==> src/shared/iod_params.svh <==
// Constants of the indexed operand decoder: register offsets, field positions,
// reset values and opcode patterns. Included by the design files by bare name.
`ifndef IOD_PARAMS_SVH
`define IOD_PARAMS_SVH

// ==========================================================================
// Operand mapping
`define IOD_OFFSET_LIMIT   8'h5F
`define IOD_HIGH_PAGE      4'hF
`define IOD_LOW_PAGE       4'h0
`define IOD_FILL_VALUE     8'hFF

// ==========================================================================
// Register offsets on the plain register port
`define IOD_REG_CFG        3'h0
`define IOD_REG_FP_LO      3'h1
`define IOD_REG_FP_HI      3'h2
`define IOD_REG_BANK       3'h3
`define IOD_REG_WORK       3'h4
`define IOD_REG_STATUS     3'h5

// ==========================================================================
// Field positions and reset values
`define IOD_CFG_EXT_BIT    0
`define IOD_CFG_RESET      1'b0
`define IOD_FP_RESET       12'h000
`define IOD_BANK_RESET     4'h0
`define IOD_WORK_RESET     8'h00

// ==========================================================================
// Opcode patterns (upper bits of the instruction word)
`define IOD_OP_ADD         6'h09
`define IOD_OP_BSET        4'h8
`define IOD_OP_FILL        7'h34

`endif

==> src/shared/iod_pkg.sv <==
// Types shared by the indexed operand decoder and its execution unit.
// Assumes nothing of its surroundings.
package iod_pkg;

  // ========================================================================
  // Quarter phases of one instruction cycle, Gray coded
  typedef enum logic [1:0] {
    IOD_Q1 = 2'h0,
    IOD_Q2 = 2'h1,
    IOD_Q3 = 2'h3,
    IOD_Q4 = 2'h2
  } iod_phase_type;

  // ========================================================================
  // Instructions handled by this block
  typedef enum logic [1:0] {
    IOD_K_NONE = 2'h0,
    IOD_K_ADD  = 2'h1,
    IOD_K_BSET = 2'h2,
    IOD_K_FILL = 2'h3
  } iod_kind_type;

  typedef struct packed {
    logic neg;
    logic ovf;
    logic zero;
    logic dcy;
    logic cy;
  } iod_flags_type;

endpackage

==> src/shared/iod_exec_if.sv <==
// Carrier between the decoder core and its execution unit.
// Assumes both ends run in the same clock domain; the unit is combinational.
`timescale 1ns/10ps

interface iod_exec_if;
  logic [15:0]            instr;
  logic                   ext_en;
  logic [11:0]            fp;
  logic [3:0]             bank_select_reg;
  logic [7:0]             work;
  logic [7:0]             operand;
  iod_pkg::iod_kind_type  kind;
  logic [11:0]            eff_addr;
  logic [7:0]             result;
  iod_pkg::iod_flags_type flags;
  logic                   dest_w;

  modport core (output instr, ext_en, fp, bank_select_reg, work, operand,
                input  kind, eff_addr, result, flags, dest_w);
  modport exec (input  instr, ext_en, fp, bank_select_reg, work, operand,
                output kind, eff_addr, result, flags, dest_w);
endinterface

==> src/hw/iod_core.sv <==
// Indexed operand decoder core: takes one instruction word per instruction
// cycle, runs it over four quarter phases and drives the data memory port.
// Assumes a data memory that returns read data one clock after MEM_RD.
`timescale 1ns/10ps
`include "iod_params.svh"

module iod_core (
  input  wire logic        REF_CLK,
  input  wire logic        RESET,
  input  wire logic [15:0] INSTR_WORD,
  input  wire logic        INSTR_VALID,
  input  wire logic [2:0]  REG_ADDR,
  input  wire logic [7:0]  REG_WDATA,
  input  wire logic        REG_WR,
  input  wire logic        REG_RD,
  output logic      [7:0]  REG_RDATA,
  output logic      [11:0] MEM_ADDR,
  output logic             MEM_RD,
  input  wire logic [7:0]  MEM_RDATA,
  output logic             MEM_WR,
  output logic      [7:0]  MEM_WDATA,
  output logic             PHASE_Q1,
  output logic             EXEC_DONE
);

  iod_exec_if xif ();

  iod_exec u_exec (
    .xif (xif.exec)
  );

  // ========================================================================
  // State
  iod_pkg::iod_phase_type phase_reg,  phase_next;
  iod_pkg::iod_kind_type  kind_reg,   kind_next;
  iod_pkg::iod_flags_type flags_reg,  flags_next;
  logic [15:0]            instr_reg,  instr_next;
  logic                   active_reg, active_next;
  logic [11:0]            addr_reg,   addr_next;
  logic                   rd_reg,     rd_next;
  logic                   wr_reg,     wr_next;
  logic [7:0]             wdata_reg,  wdata_next;
  logic                   done_reg,   done_next;
  logic                   q1_reg,     q1_next;
  logic                   ext_reg,    ext_next;
  logic [11:0]            fp_reg,     fp_next;
  logic [3:0]             bsr_reg,    bsr_next;
  logic [7:0]             work_reg,   work_next;
  logic [7:0]             rdata_reg,  rdata_next;
  logic                   take_now;
  logic                   exec_q3;

  assign REG_RDATA = rdata_reg;
  assign MEM_ADDR  = addr_reg;
  assign MEM_RD    = rd_reg;
  assign MEM_WR    = wr_reg;
  assign MEM_WDATA = wdata_reg;
  assign PHASE_Q1  = q1_reg;
  assign EXEC_DONE = done_reg;

  // The unit sees the incoming word during Q1 so the address is ready by Q2
  assign xif.instr   = (phase_reg == iod_pkg::IOD_Q1) ? INSTR_WORD : instr_reg;
  assign xif.ext_en  = ext_reg;
  assign xif.fp      = fp_reg;
  assign xif.bank_select_reg     = bsr_reg;
  assign xif.work    = work_reg;
  assign xif.operand = MEM_RDATA;

  assign take_now = (phase_reg == iod_pkg::IOD_Q1) && INSTR_VALID
                    && (xif.kind != iod_pkg::IOD_K_NONE);
  assign exec_q3  = (phase_reg == iod_pkg::IOD_Q3) && active_reg;

  // ========================================================================
  // Instruction sequencer: decode, read, process, write
  always_comb begin
    phase_next  = phase_reg;
    kind_next   = kind_reg;
    instr_next  = instr_reg;
    active_next = active_reg;
    addr_next   = addr_reg;
    rd_next     = 1'b0;
    wr_next     = 1'b0;
    wdata_next  = wdata_reg;
    done_next   = 1'b0;
    case (phase_reg)
      iod_pkg::IOD_Q1: begin
        phase_next  = iod_pkg::IOD_Q2;
        active_next = take_now;
        if (take_now) begin
          instr_next = INSTR_WORD;
          kind_next  = xif.kind;
          addr_next  = xif.eff_addr;
          // Fill needs no operand, so no read is issued for it
          rd_next    = (xif.kind != iod_pkg::IOD_K_FILL);
        end
      end
      iod_pkg::IOD_Q2: begin
        phase_next = iod_pkg::IOD_Q3;
      end
      iod_pkg::IOD_Q3: begin
        phase_next = iod_pkg::IOD_Q4;
        if (active_reg) begin
          wdata_next = xif.result;
          wr_next    = !xif.dest_w;
          done_next  = 1'b1;
        end
      end
      iod_pkg::IOD_Q4: begin
        phase_next  = iod_pkg::IOD_Q1;
        active_next = 1'b0;
      end
      default: begin
        phase_next  = iod_pkg::IOD_Q1;
        active_next = 1'b0;
      end
    endcase
    q1_next = (phase_next == iod_pkg::IOD_Q1);
  end

  always_ff @(posedge REF_CLK) begin
    if (RESET) begin
      phase_reg  <= iod_pkg::IOD_Q1;
      kind_reg   <= iod_pkg::IOD_K_NONE;
      instr_reg  <= 16'h0000;
      active_reg <= 1'b0;
      addr_reg   <= 12'h000;
      rd_reg     <= 1'b0;
      wr_reg     <= 1'b0;
      wdata_reg  <= 8'h00;
      done_reg   <= 1'b0;
      q1_reg     <= 1'b1;
    end else begin
      phase_reg  <= phase_next;
      kind_reg   <= kind_next;
      instr_reg  <= instr_next;
      active_reg <= active_next;
      addr_reg   <= addr_next;
      rd_reg     <= rd_next;
      wr_reg     <= wr_next;
      wdata_reg  <= wdata_next;
      done_reg   <= done_next;
      q1_reg     <= q1_next;
    end
  end

  // ========================================================================
  // Register file: configuration, frame pointer, bank, work, status
  always_comb begin
    ext_next   = ext_reg;
    fp_next    = fp_reg;
    bsr_next   = bsr_reg;
    work_next  = work_reg;
    flags_next = flags_reg;
    rdata_next = 8'h00;
    if (REG_WR) begin
      case (REG_ADDR)
        `IOD_REG_CFG:   ext_next = REG_WDATA[`IOD_CFG_EXT_BIT];
        `IOD_REG_FP_LO: fp_next  = {fp_reg[11:8], REG_WDATA};
        `IOD_REG_FP_HI: fp_next  = {REG_WDATA[3:0], fp_reg[7:0]};
        `IOD_REG_BANK:  bsr_next = REG_WDATA[3:0];
        `IOD_REG_WORK:  work_next = REG_WDATA;
        default:        ext_next = ext_reg;
      endcase
    end
    // Execution lands after the software write, so it wins a collision
    if (exec_q3 && (kind_reg == iod_pkg::IOD_K_ADD)) begin
      flags_next = xif.flags;
      if (xif.dest_w) begin
        work_next = xif.result;
      end
    end
    if (REG_RD) begin
      case (REG_ADDR)
        `IOD_REG_CFG:    rdata_next = {7'h00, ext_reg};
        `IOD_REG_FP_LO:  rdata_next = fp_reg[7:0];
        `IOD_REG_FP_HI:  rdata_next = {4'h0, fp_reg[11:8]};
        `IOD_REG_BANK:   rdata_next = {4'h0, bsr_reg};
        `IOD_REG_WORK:   rdata_next = work_reg;
        `IOD_REG_STATUS: rdata_next = {3'h0, flags_reg};
        default:         rdata_next = 8'h00;
      endcase
    end
  end

  always_ff @(posedge REF_CLK) begin
    if (RESET) begin
      ext_reg   <= `IOD_CFG_RESET;
      fp_reg    <= `IOD_FP_RESET;
      bsr_reg   <= `IOD_BANK_RESET;
      work_reg  <= `IOD_WORK_RESET;
      flags_reg <= 5'h00;
      rdata_reg <= 8'h00;
    end else begin
      ext_reg   <= ext_next;
      fp_reg    <= fp_next;
      bsr_reg   <= bsr_next;
      work_reg  <= work_next;
      flags_reg <= flags_next;
      rdata_reg <= rdata_next;
    end
  end

  // ========================================================================
  // Assertions
  logic [8:0] sum_chk;
  assign sum_chk = {1'b0, work_reg} + {1'b0, MEM_RDATA};

  AST_INDEXED_ADDR: assert property (@(posedge REF_CLK) disable iff (RESET)
    (take_now && ext_reg && !INSTR_WORD[8] && (INSTR_WORD[7:0] <= `IOD_OFFSET_LIMIT))
    |=> (MEM_ADDR == 12'($past(fp_reg) + {4'h0, $past(INSTR_WORD[7:0])})))
    else $error("indexed operand address is wrong");

  AST_ADD_TO_BYTE: assert property (@(posedge REF_CLK) disable iff (RESET)
    (exec_q3 && (kind_reg == iod_pkg::IOD_K_ADD) && instr_reg[9])
    |=> (MEM_WR && (MEM_WDATA == $past(sum_chk[7:0])) && $stable(work_reg)))
    else $error("indexed add did not write the byte");

  AST_ADD_TO_WORK: assert property (@(posedge REF_CLK) disable iff (RESET)
    (exec_q3 && (kind_reg == iod_pkg::IOD_K_ADD) && !instr_reg[9])
    |=> (!MEM_WR && (work_reg == $past(sum_chk[7:0]))))
    else $error("indexed add did not load the work register");

  AST_ADD_FLAGS: assert property (@(posedge REF_CLK) disable iff (RESET)
    (exec_q3 && (kind_reg == iod_pkg::IOD_K_ADD))
    |=> ((flags_reg.cy == $past(sum_chk[8]))
         && (flags_reg.zero == ($past(sum_chk[7:0]) == 8'h00))
         && (flags_reg.neg == $past(sum_chk[7]))
         && (flags_reg.ovf == (($past(work_reg[7]) == $past(MEM_RDATA[7]))
                               && ($past(sum_chk[7]) != $past(work_reg[7]))))
         && (flags_reg.dcy == (({1'b0, $past(work_reg[3:0])}
                                + {1'b0, $past(MEM_RDATA[3:0])}) > 5'h0F))))
    else $error("indexed add flags are wrong");

  AST_BIT_SET: assert property (@(posedge REF_CLK) disable iff (RESET)
    (exec_q3 && (kind_reg == iod_pkg::IOD_K_BSET))
    |=> (MEM_WR && (MEM_WDATA == ($past(MEM_RDATA) | (8'h01 << $past(instr_reg[11:9]))))
         && $stable(flags_reg)))
    else $error("bit set result or flags wrong");

  AST_FILL: assert property (@(posedge REF_CLK) disable iff (RESET)
    (take_now && (xif.kind == iod_pkg::IOD_K_FILL))
    |=> !MEM_RD ##2 (MEM_WR && (MEM_WDATA == `IOD_FILL_VALUE) && $stable(flags_reg)))
    else $error("fill did not write all ones");

  AST_ONE_CYCLE: assert property (@(posedge REF_CLK) disable iff (RESET)
    take_now |=> !EXEC_DONE ##1 !EXEC_DONE ##1 EXEC_DONE ##1 (PHASE_Q1 && !EXEC_DONE))
    else $error("instruction did not finish in one instruction cycle");

  AST_DISABLED_LITERAL: assert property (@(posedge REF_CLK) disable iff (RESET)
    (take_now && !ext_reg && !INSTR_WORD[8])
    |=> ((MEM_ADDR[7:0] == $past(INSTR_WORD[7:0]))
         && (MEM_ADDR[11:8] == (($past(INSTR_WORD[7:0]) <= `IOD_OFFSET_LIMIT)
                                ? `IOD_LOW_PAGE : `IOD_HIGH_PAGE))))
    else $error("literal access address wrong with extension off");

  AST_BANKED: assert property (@(posedge REF_CLK) disable iff (RESET)
    (take_now && INSTR_WORD[8])
    |=> (MEM_ADDR == {$past(bsr_reg), $past(INSTR_WORD[7:0])}))
    else $error("banked address wrong");

  AST_HIGH_ACCESS: assert property (@(posedge REF_CLK) disable iff (RESET)
    (take_now && !INSTR_WORD[8] && (INSTR_WORD[7:0] > `IOD_OFFSET_LIMIT))
    |=> (MEM_ADDR == {`IOD_HIGH_PAGE, $past(INSTR_WORD[7:0])}))
    else $error("high access operand was indexed");

endmodule // iod_core

==> src/hw/iod_exec.sv <==
// Combinational decode, operand address and data path of one instruction.
// Assumes the core holds the instruction word and register state stable.
`timescale 1ns/10ps
`include "iod_params.svh"

module iod_exec (
  iod_exec_if.exec xif
);

  // Unextended access bank: low part from page 0, high part from the top page
  function automatic logic [11:0] iod_access_map(input logic [7:0] f);
    iod_access_map = (f <= `IOD_OFFSET_LIMIT) ? {`IOD_LOW_PAGE, f} : {`IOD_HIGH_PAGE, f};
  endfunction

  logic [8:0] sum9;
  logic [4:0] sum_lo;
  logic [7:0] fld;

  // ========================================================================
  // Decode and address
  always_comb begin
    fld      = xif.instr[7:0];
    xif.kind = iod_pkg::IOD_K_NONE;
    if (xif.instr[15:10] == `IOD_OP_ADD) begin
      xif.kind = iod_pkg::IOD_K_ADD;
    end else if (xif.instr[15:12] == `IOD_OP_BSET) begin
      xif.kind = iod_pkg::IOD_K_BSET;
    end else if (xif.instr[15:9] == `IOD_OP_FILL) begin
      xif.kind = iod_pkg::IOD_K_FILL;
    end
    if (xif.instr[8]) begin
      xif.eff_addr = {xif.bank_select_reg, fld};
    end else if (xif.ext_en && (fld <= `IOD_OFFSET_LIMIT)) begin
      // A zero frame pointer lands on the unextended address
      xif.eff_addr = xif.fp + {4'h0, fld};
    end else begin
      xif.eff_addr = iod_access_map(fld);
    end
  end

  // ========================================================================
  // Data path
  always_comb begin
    sum9       = {1'b0, xif.work} + {1'b0, xif.operand};
    sum_lo     = {1'b0, xif.work[3:0]} + {1'b0, xif.operand[3:0]};
    xif.flags.cy   = sum9[8];
    xif.flags.dcy  = sum_lo[4];
    xif.flags.zero = (sum9[7:0] == 8'h00);
    xif.flags.neg  = sum9[7];
    xif.flags.ovf  = (xif.work[7] == xif.operand[7]) && (sum9[7] != xif.work[7]);
    xif.dest_w     = (xif.kind == iod_pkg::IOD_K_ADD) && !xif.instr[9];
    case (xif.kind)
      iod_pkg::IOD_K_ADD: begin
        xif.result = sum9[7:0];
      end
      iod_pkg::IOD_K_BSET: begin
        xif.result = xif.operand | (8'h01 << xif.instr[11:9]);
      end
      iod_pkg::IOD_K_FILL: begin
        xif.result = `IOD_FILL_VALUE;
      end
      default: begin
        xif.result = xif.operand;
      end
    endcase
  end

endmodule // iod_exec

==> config.mk <==
export PLATFORM = sky130hd
export DESIGN_NAME = iod_core
export DESIGN_NICKNAME = d
export VERILOG_FILES = /design/src/shared/iod_pkg.sv /design/src/shared/iod_exec_if.sv /design/src/hw/iod_core.sv /design/src/hw/iod_exec.sv
export VERILOG_INCLUDE_DIRS = /design/src /design/src/shared
export SDC_FILE = /design/constraint.sdc
export NUM_CORES = 1
export LEC_CHECK = 0
export BUFFER_PORTS_ARGS = -buffer_cell sky130_fd_sc_hd__clkbuf_2
export CAP_MARGIN = 20
export CORE_MARGIN = 2
export CORE_UTILIZATION = 47
export CTS_CLUSTER_SIZE = 16
export DETAILED_ROUTE_END_ITERATION = 8
export HOLD_SLACK_MARGIN = 0.02
export PLACE_DENSITY_LB_ADDON = 0.1
export RECOVER_POWER = 100
export SYNTH_ARGS = -nofsm -noshare
export SYNTH_HDL_FRONTEND = slang
export SYNTH_SLANG_ARGS = --single-unit
==> constraint.sdc <==
create_clock -name REF_CLK -period 3.7 [get_ports REF_CLK]
set_input_delay 0.555 -clock REF_CLK [delete_from_list [all_inputs] [get_ports REF_CLK]]
set_output_delay 0.555 -clock REF_CLK [all_outputs]
set_load 0.01 [all_outputs]
# Word-level counts from Yosys, hierarchy flattened
# Index checks and enable logic that the tools add are counted.
# totals
register_bits	83
input_bits	40
out_inout_bits	32
word_cells	94
# op_classes
n_addsub	3
magnitude_cmp	1
n_eq_ne	18
shifts	1
n_mux	17
n_bitwise	8
n_reduce_logical	25
# op_table
op	n
case mux 8 bit (6 select lines)	1
2-to-1 mux 12 bit	3
2-to-1 mux 8 bit	4
case mux 12 bit (2 select lines)	1
case mux 8 bit (3 select lines)	1
2-to-1 mux 16 bit	1
adder 12 x 8 -> 12 bit	1
adder 8 x 8 -> 9 bit	1
equality test 2 bit, second input constant	4
less-or-equal comparator 8 x 7 -> 1 bit, second input constant	1
logical NOT 8 bit	1
OR 8 bit	1
case mux 2 bit (4 select lines)	1
AND reduction 2 bit	4
left shift 1 x 3 -> 8 bit, first input constant	1
equality test 7 x 6 -> 1 bit, second input constant	1
logical AND 1 bit	7
NOT 1 bit	7
equality test 2 x 1 -> 1 bit, second input constant	3
equality test 3 x 2 -> 1 bit, second input constant	2
equality test 3 bit, second input constant	2
equality test 6 x 4 -> 1 bit, second input constant	1
2-to-1 mux 2 bit	3
AND reduction 3 bit	2
14 further kinds	19

# Logic depth before layout (Yosys ltp)
# Gate-level depths: netlist of the first run.
# logic_depth
word_depth	10
mapped_depth	13

# By module
# From an unflattened synthesis of the first run, not the netlist that was laid out.
# hier_totals
cells_unflattened	582
area_unflattened_um2	4615.7
# by_module_without_submodules
mod	n_inst	cells_per_inst	area_per_inst_um2
iod_core	1	412	3459.6
iod_exec	1	170	1156.1

# Worst setup path before layout of the first run
# No wires, ideal clock.
# synth_timing
path_type	register -> register
startpoint	register phase_reg[0]
endpoint	register addr_reg[8], in the netlist MEM_ADDR[8]
setup_ns	0.067
arrival_ns	2.832
required_ns	3.633
setup_slack_ns	0.801
path_stages_with_launch	14
n_path_buf	2
cell_sequence	dfxtp_1 or2_2 clkbuf_1 clkbuf_1 nand2_1 nand2_1 ha_1 fa_1 a211oi_1 o211ai_1 and3_1 o31ai_1 o211ai_2 a21oi_2
# synth_between
elab_chain_cells	9
# synth_rtl
item	line	rtl
from (decl)	iod_core.sv:34	iod_pkg::iod_phase_type phase_reg, phase_next;
from (signal assigned)	iod_core.sv:122	phase_reg <= iod_pkg::IOD_Q1;
from (signal assigned)	iod_core.sv:133	phase_reg <= phase_next;
logical NOT 2 bit *	iod_core.sv:62, iod_core.sv:69, iod_core.sv:85	
parallel branches: the longest is 8 deep, another holds adder 12 x 8 -> 12 bit	--	
to (signal assigned)	iod_core.sv:137	addr_reg <= addr_next;
to (decl)	iod_core.sv:39	logic [11:0] addr_reg, addr_next;
# Mark *: on every way between the ends.
# A chain may end at the register's enable or synchronous reset.

==> results.json, run 1 <==
{
  "outcome": "complete, but fails checks",
  "violations": "capacitance limit, slew limit",
  "nNetsFinal": 683,
  "synth_area_um2": 4830,
  "clockBufferDepth": 2,
  "fp-row-count": 36,
  "crit_type": "input port to flip-flop",
  "power_density_nw_per_um2": 354,
  "cap_violations": 1,
  "yosys_register_bits": 83,
  "grt_pass1_vias": 4305,
  "synth_seq_area_share_pct": 34.4,
  "worstPathArrival_ns": 3.28,
  "grt_usage_pct": 25.0,
  "cp-start-kind": "input port",
  "n_antenna_cell": 0,
  "clkLatencyLatePin_ns": 0.35,
  "synthArstFlopShare_pct": 0,
  "dp_hpwl_um": 10100,
  "min_period_ns": 3.16,
  "fmax_ghz": 0.317,
  "skew_ns": 0.0124,
  "ctsHoldBuffers": 0,
  "wl_um": 13800,
  "final_common_cell": "dfxtp_1",
  "gp_congestion": 0.936,
  "die_h_um": 105,
  "dieWidth_um": 105,
  "synth.top_cell.area_share_pct": 34.4,
  "largest_register_ffs": 16,
  "setup_viol": 0,
  "leakagePower_uw": 0.00205,
  "cts_resized": 0,
  "worst_pin_slew_ns": 2.80,
  "start_util_pct": 48.9,
  "worstSetupEndpointType": "flip-flop",
  "clk_pin_slew_worst_paths_ns": 0.09,
  "rsz0062_at_grt": "no",
  "drt-initial-drc-count": 236,
  "synth_top_area_cell": "dfxtp_1",
  "core_um2": 9860,
  "drc": 0,
  "cts-htree-levels": 3,
  "cts_setup_buffers": 0,
  "dieArea_um2": 11100,
  "worstPathMaxFanout": 61,
  "wl_per_cell_um": 18.1,
  "dp_cells": 747,
  "finalSetupTns_ns": 0,
  "grt_max_degree": 62,
  "synth_edf_count": 0,
  "grt_pass1_wl_um": 22300,
  "synthesis.nets": 632,
  "syn_to_final_growth_pct": 10.6,
  "drive_gt1_share_pct": 13.5,
  "hold_path_class": "input port to flip-flop",
  "ir_drop_uv": 231,
  "synth_cell_type_count": 74,
  "final_util_pct": 54.1,
  "grt-ovfl-total": 0,
  "cts_tree": "done",
  "antenna_found_initial": 0,
  "drtPass1Iterations": 5,
  "fin_crit_sh_pct": 85.3,
  "yosys_warnings": 0,
  "relSlewSlack_pct": -86.7,
  "vias": 4531,
  "synth_flop_cell": "dfxtp_1",
  "cts.sinks": 83,
  "pin_count": 72,
  "synth_area_leaders": "dfxtp_1 (34%), mux2i_1 (6.4%), a21oi_1 (4.5%)",
  "cts_inserted_buffers": 9,
  "synthCells": 574,
  "vias_per_cell": 5.94,
  "instances_no_fill": 763,
  "cp.required_ns": 3.82,
  "mostFrequentLayoutCells": "dfxtp_1 (83), nor2_1 (54), nand2_1 (45)",
  "cts_root_buf": "clkbuf_8",
  "port-buffer-count": 71,
  "finalMaxSlewViolations": 62,
  "ant_nets": 0,
  "hold_viol": 0,
  "avgSynthCellArea_um2": 8.41
}
==> logic make-up (layout without fill, tap and decap cells) <==
| logic type | count (synthesis) | count (layout) | synth area share (%) |
|---|---|---|---|
| DFF | 83 | 83 | 34.4 |
| AOI/OAI and AO/OA | 167 | 167 | 22.7 |
| xor gates and xnor gates | 11 | 11 | 2.00 |
| buffers and inverters | 43 | 99 | 4.67 |
| adders and majority gates | 18 | 18 | 4.98 |
| and+or+nand+nor | 212 | 212 | 22.7 |
| muxes | 40 | 40 | 8.53 |
==> metrics by stage <==
step	worst slack [ns]	hold slack [ns]	instance area (um^2)	total power, uW
floorplan	0.801	0.432	4830	1090
global placement	0.732	0.448	5190	1170
detailed placement	0.650	0.449	5190	1170
CTS	0.657	0.445	5410	1900
global route	0.297	0.461	5340	1970
finish	0.545	0.453	5340	1890
==> worst paths after layout <==
kind                      from            end  slack (ns)  depth (start not counted)
setup / recovery         RESET     active_reg        0.54                          5
hold / removal          REG_RD   REG_RDATA[0]        0.45                          3
setup reg to reg  phase_reg[0]  instr_reg[10]        0.60                          7
hold reg to reg   flags_reg[4]   flags_reg[4]        0.46                          2
==> report_power, final <==
group | total [uW] | switching (uW) | internal, uW
Combinational | 234 | 148 | 85.8
Sequential | 922 | 16.1 | 906
Clock | 736 | 354 | 382
Total | 1890 | 518 | 1370
==> Yosys cell counts (3+ instances only) <==
cell and count:
a21o_1 5, o21ai_1 14, o21bai_1 3, nor3b_1 7
a31oi_1 5, o31ai_1 3, nand4_1 3, nand2b_1 9
o21ai_2 4, o21ai_0 27, clkbuf_1 21, o211ai_1 7
dfxtp_1 83, nor3_1 14, xor2_1 6, and2_1 7
nand2_1 45, o221ai_1 3, nand3_1 27, nor2_1 54
mux2_2 9, nor2b_1 4, a22oi_1 8, nor4_1 8
or2_2 4, ha_1 16, a211oi_1 17, o22ai_1 4
buf_2 9, xnor2_1 5, inv_1 6, mux2i_1 31
a21oi_1 43, o21a_1 3, and3_1 10
==> final cells by class <==
| type | count | area, um^2 |
|---|---|---|
| tap | 133 | 166 |
| fill | 976 | 4530 |
| sequential | 83 | 1660 |
| clock buffer | 10 | 128 |
| multi-input combinational | 448 | 2920 |
| clock inverter | 6 | 90.1 |
| timing repair buffer | 77 | 348 |
| inverter | 6 | 22.5 |
==> critical path, stage by stage <==
cell and delay, ns:
clkbuf_1 0.18, clkbuf_1 2.01, nor2b_1 0.25, nand2_1 0.17, o21ai_0 0.09
==> routing by layer <==
layer  vias to the layer above  track usage (%)  routed length [um]
met3                        13             4.02                 810
li1                       2230                -                   -
met4                         0             5.81                 120
met1                      2143             35.4                6450
met5                         -                0                   0
met2                       145             39.7                6390
No activity file was read; power rests on OpenSTA's default activity.
==> run 2, diff against run 1 <==
--- a/config.mk
+++ b/config.mk
@@ -13,6 +13,7 @@
 export CTS_CLUSTER_SIZE = 16
 export DETAILED_ROUTE_END_ITERATION = 8
 export HOLD_SLACK_MARGIN = 0.02
+export MAX_ROUTING_LAYER = met4
 export PLACE_DENSITY_LB_ADDON = 0.1
 export RECOVER_POWER = 100
 export SYNTH_ARGS = -nofsm -noshare
==> run 2 against run 1 <==
Compared with the run above: the flow still finishes with violations (capacitance limit, slew limit); combinational power about the same; wire length about the same; setup slack worse by 0.035 ns; first-iteration DRC count up 32%; design area down 1.1%; clock power down 23%; clock-buffer cell count unchanged; critical endpoint is now MEM_ADDR[8]; largest power group unchanged.
==> results.json, run 2 (synthesized netlist as in run 1, its figures left out) <==
{
  "outcome": "complete, but fails checks",
  "violations": "capacitance limit, slew limit",
  "cp-start-kind": "flip-flop",
  "p_sw_uw": 493,
  "grt_pass1_wl_um": 22400,
  "min_period_ns": 3.19,
  "drt-initial-drc-count": 311,
  "power_density_nw_per_um2": 326,
  "finalSetupTns_ns": 0,
  "wl_per_cell_um": 18.1,
  "core_um2": 9860,
  "cts_setup_buffers": 0,
  "multiInputGateArea_um2": 2920,
  "p_clk_share_pct": 33.0,
  "grt_pass1_vias": 4438,
  "dp_hpwl_um": 10100,
  "pin_count": 72,
  "r2r_start": "phase_reg[0]",
  "worstPathArrival_ns": 3.47,
  "cts_inserted_buffers": 9,
  "cap_violations": 1,
  "finalMaxSlewViolations": 36,
  "drc": 0,
  "clockBufferDepth": 2,
  "grt_usage_pct": 26.0,
  "hold_ws_ns": 0.452,
  "timing.reg2reg.setup_slack_ns": 0.51,
  "fin_crit_sh_pct": 86.2,
  "regArea_um2": 1660,
  "crit_type": "flip-flop to flip-flop",
  "dieWidth_um": 105,
  "grt-ovfl-total": 0,
  "cts_resized": 0,
  "gp_congestion": 0.951,
  "relSlewSlack_pct": -16.7,
  "clkLatencyLatePin_ns": 0.36,
  "drtPass1Iterations": 7,
  "final_common_cell": "dfxtp_1",
  "endpoint": "MEM_ADDR[8]",
  "ctsHoldBuffers": 0,
  "worst_pin_slew_ns": 1.75,
  "skew_ns": 0.00806,
  "p_comb_share_pct": 13.5,
  "cts.sinks": 83,
  "rsz0062_at_grt": "no",
  "grt_max_degree": 36,
  "intPower_uw": 1230,
  "dieArea_um2": 11100,
  "nNetsFinal": 683,
  "cts-htree-levels": 3,
  "fmax_ghz": 0.313,
  "clk_pin_slew_worst_paths_ns": 0.09,
  "ant_nets": 0,
  "hold_viol": 0,
  "hold_path_class": "input port to flip-flop",
  "wl_um": 13800,
  "power_frac_seq_pct": 53.5,
  "cts_root_buf": "clkbuf_8",
  "setup_viol": 0,
  "crit_start": "phase_reg[0]",
  "worstSetupEndpointType": "flip-flop",
  "cp.required_ns": 3.98,
  "num-fill-cells": 979,
  "syn_to_final_growth_pct": 9.41,
  "largest_register_ffs": 16,
  "start_util_pct": 48.9,
  "leakagePower_uw": 0.00202,
  "worstPathMaxFanout": 15,
  "reg2reg_depth": 11,
  "p_sw_share_pct": 28.6,
  "ir_drop_uv": 212,
  "vias": 4521,
  "die_h_um": 105,
  "drive_gt1_share_pct": 13.2,
  "final_util_pct": 53.5,
  "mostFrequentLayoutCells": "dfxtp_1 (83), nor2_1 (54), nand2_1 (45)",
  "n_antenna_cell": 0,
  "antenna_found_initial": 0,
  "cts_tree": "done",
  "vias_per_cell": 5.93,
  "worstReg2RegEnd": "MEM_ADDR[8]",
  "port-buffer-count": 71,
  "fp-row-count": 36
}
-- run 2: power by group through the flow --
stage / clock (uW) / combinational (uW) / sequential (uW)
after floorplan: 0 / 158 / 937
after global placement: 0 / 229 / 942
after detailed placement: 0 / 231 / 943
after CTS: 581 / 233 / 921
after global routing: 621 / 258 / 924
final: 568 / 233 / 922
-- run 2: cell type report --
type / count / area share (%)
Clock buffer: 10 / 2.42
Clock inverter: 5 / 0.592
Inverter: 6 / 0.427
Multi-Input combinational cell: 448 / 55.4
Sequential cell: 83 / 31.5
Tap cell: 133 / 3.15
Timing Repair Buffer: 77 / 6.56
-- run 2: worst min path at each step --
stage                             start      endpoint  depth (start not counted)
final                     INSTR_WORD[0]  instr_reg[0]                          3
after global routing             REG_RD  REG_RDATA[0]                          3
after CTS                 INSTR_WORD[0]  instr_reg[0]                          3
after detailed placement   flags_reg[4]  flags_reg[4]                          2
after global placement     flags_reg[4]  flags_reg[4]                          2
after floorplan            flags_reg[3]  flags_reg[3]                          2
-- run 2: per-stage QoR --
step	cell area [um^2]	setup slack [ns]	cells	total power (uW)
global route	5280	0.285	762	1800
detailed placement	5190	0.585	747	1170
CTS	5350	0.588	762	1740
floorplan	4830	0.801	574	1090
finish	5280	0.509	762	1720
global placement	5190	0.732	747	1170
-- run 2: metal layers --
layer	vias up	part of all wire [%]	global-route usage, %
li1	2223	-	-
met1	2158	47	34.2
met2	115	46	40.6
met3	25	4.8	4.14
met4	0	2.1	9.43
met5	-	0	-
-- run 2: worst max-delay path, cell delays in order, from the launching register on --
cell,delay (ns)
dfxtp_1,0.46
or2_2,0.48
nand2_1,0.11
nand2_1,0.07
ha_1,0.21
fa_1,0.40
a211oi_1,0.43
o211ai_1,0.22
and3_1,0.21
o31ai_1,0.23
o211ai_2,0.14
a21oi_2,0.14
==> run 3, diff against run 2 <==
--- a/config.mk
+++ b/config.mk
@@ -6,6 +6,7 @@
 export SDC_FILE = /design/constraint.sdc
 export NUM_CORES = 1
 export LEC_CHECK = 0
+export ABC_AREA = 1
 export BUFFER_PORTS_ARGS = -buffer_cell sky130_fd_sc_hd__clkbuf_2
 export CAP_MARGIN = 20
 export CORE_MARGIN = 2
==> run 3 against run 2 <==
Compared with the run above: the flow now finishes without violations; sequential share of layout area down 2.5 points; area after synthesis grew 7.5%; clock skew is 0.0012 ns lower; register-to-register slack gained 0.44 ns; sequential power up 0.8%; critical endpoint is now MEM_WDATA[6]; highest routed layer unchanged.
==> results.json, run 3 <==
{
  "nNetsFinal": 962,
  "final_util_pct": 53.1,
  "hold_viol": 0,
  "pin_count": 72,
  "die_h_um": 109,
  "yosys_warnings": 0,
  "cp.required_ns": 3.98,
  "yosys.cell_count.top_type": "nand2_1",
  "dieArea_um2": 11900,
  "syn_to_final_growth_pct": 10.5,
  "synthArstFlopShare_pct": 0,
  "dieWidth_um": 109,
  "vias": 5278,
  "p_sw_uw": 573,
  "fp-row-count": 38,
  "fin_crit_sh_pct": 75.6,
  "fmax_ghz": 0.358,
  "final_common_cell": "nand2_1",
  "worst_pin_slew_ns": 1.27,
  "cts_inserted_buffers": 9,
  "ant_nets": 0,
  "relSlewSlack_pct": 15.5,
  "wl_um": 14600,
  "drive_gt1_share_pct": 8.59,
  "p_comb_share_pct": 16.5,
  "clk_pin_slew_worst_paths_ns": 0.08,
  "core_um2": 10800,
  "skew_ns": 0.00686,
  "finalPower_uw": 1860,
  "cts.sinks": 83,
  "drc": 0,
  "synth_cell_type_count": 37,
  "finalMaxSlewViolations": 0,
  "fin_ws_ns": 0.903,
  "grt_pass1_vias": 4772,
  "synth_flop_cell": "dfxtp_1",
  "gp_congestion": 0.916,
  "cap_violations": 0,
  "hold_ws_ns": 0.391,
  "cts_tree": "done",
  "hold_path_class": "input port to flip-flop",
  "cp-start-kind": "input port",
  "synth_area_um2": 5190,
  "grt_usage_pct": 26.5,
  "n_antenna_cell": 0,
  "synth.top_cell.area_share_pct": 32.0,
  "ctsHoldBuffers": 0,
  "synth_area_leaders": "dfxtp_1 (32%), nand2_1 (20%), inv_1 (9.4%)",
  "cts_setup_buffers": 0,
  "grt_max_degree": 37,
  "synthCells": 843,
  "dpl_worst_slack_ns": 1.09,
  "ir_drop_uv": 218,
  "outcome": "completed",
  "synthesis.nets": 901,
  "worstPathArrival_ns": 3.08,
  "clkLatencyLatePin_ns": 0.38,
  "rsz0062_at_grt": "no",
  "finalSetupTns_ns": 0,
  "drt-initial-drc-count": 465,
  "start_util_pct": 48.1,
  "mostFrequentLayoutCells": "nand2_1 (278), inv_1 (131), nor2_1 (89)",
  "vias_per_cell": 5.04,
  "power_density_nw_per_um2": 324,
  "leakagePower_uw": 0.00300,
  "num-fill-cells": 1149,
  "grt-ovfl-total": 0,
  "synth_seq_area_share_pct": 32.0,
  "grt_pass1_wl_um": 23400,
  "cts-htree-levels": 3,
  "antenna_found_initial": 0,
  "synthTopCellsByCount": "nand2_1 (276), inv_1 (130), nor2_1 (88)",
  "dp_hpwl_um": 11000,
  "largest_register_ffs": 16,
  "crit_type": "input port to flip-flop",
  "avgSynthCellArea_um2": 6.15,
  "setup_viol": 0,
  "clockBufferDepth": 2,
  "wl_per_cell_um": 13.9,
  "intPower_uw": 1280,
  "p_sw_share_pct": 30.9,
  "reg2reg_depth": 11,
  "yosys_register_bits": 83,
  "drtPass1Iterations": 7,
  "worstSetupEndpointType": "flip-flop",
  "worstPathMaxFanout": 36,
  "synth_top_area_cell": "dfxtp_1",
  "cts_resized": 0,
  "power_frac_seq_pct": 50.0,
  "cts_root_buf": "clkbuf_8",
  "p_clk_share_pct": 33.5,
  "min_delay_path_depth": 3,
  "synth_edf_count": 0,
  "port-buffer-count": 71,
  "min_period_ns": 2.80
}
[run 3: cell types whose count changed in the layout (fill, tap and decap cells not counted), sizes merged, moves of 9 or more]
cell,delta
nor3,-13
nor2,+40
inv,+129
and3,-11
mux2i,-29
a211oi,-14
nand3,+54
o21ai,-17
nand2,+242
nand4,+13
nand2b,-9
[run 3: cells by family after synthesis]
group,synth area share [%]
fa+ha+maj,4.63
compound gates,9.41
mux,0.603
buf+inv,12.3
simple gates,40.0
xor+xnor,1.01
flops,32.0
[run 3: power by group through the flow]
stage	Sequential, uW	Combinational [uW]	Clock, uW
after global placement	949	306	0
after floorplan	947	219	0
after CTS	929	310	644
after detailed placement	950	309	0
after global routing	931	348	678
final	929	306	623
[run 3: path summary, 6_finish.rpt]
kind,startpoint,end,slack [ns]
max reg2reg,phase_reg[0],MEM_ADDR[4],0.95
min reg2reg,flags_reg[2],flags_reg[2],0.47
max,RESET,MEM_WDATA[6],0.90
min,INSTR_WORD[3],instr_reg[3],0.39
[run 3: per-stage QoR]
step                      std cells  area (um^2)
after global routing           1048         5730
final                          1048         5730
after detailed placement       1033         5610
after global placement         1033         5610
after CTS                      1048         5790
after floorplan                 843         5190
[run 3: critical path: stages]
cell	delay [ns]
clkbuf_1	0.90
inv_1	0.56
clkbuf_2	0.66
o21a_1	0.28
nand2_1	0.06
inv_1	0.04
[run 3: layout make-up]
class / instances / area (um^2) / share of cell area (%)
Inverter: 136 / 510 / 8.90
Sequential cell: 83 / 1660 / 29.0
Timing Repair Buffer: 74 / 333 / 5.81
Clock inverter: 4 / 26.3 / 0.458
Multi-Input combinational cell: 600 / 2880 / 50.2
Clock buffer: 11 / 151 / 2.64
Tap cell: 140 / 175 / 3.06
[run 3: layer usage]
metal | GRT usage (%) | up-vias | share of wire (%)
met4 | 11.0 | 0 | 2.3
met1 | 33.7 | 2377 | 45
met3 | 3.65 | 22 | 5.1
li1 | - | 2748 | -
met2 | 42.3 | 131 | 47
met5 | - | - | 0
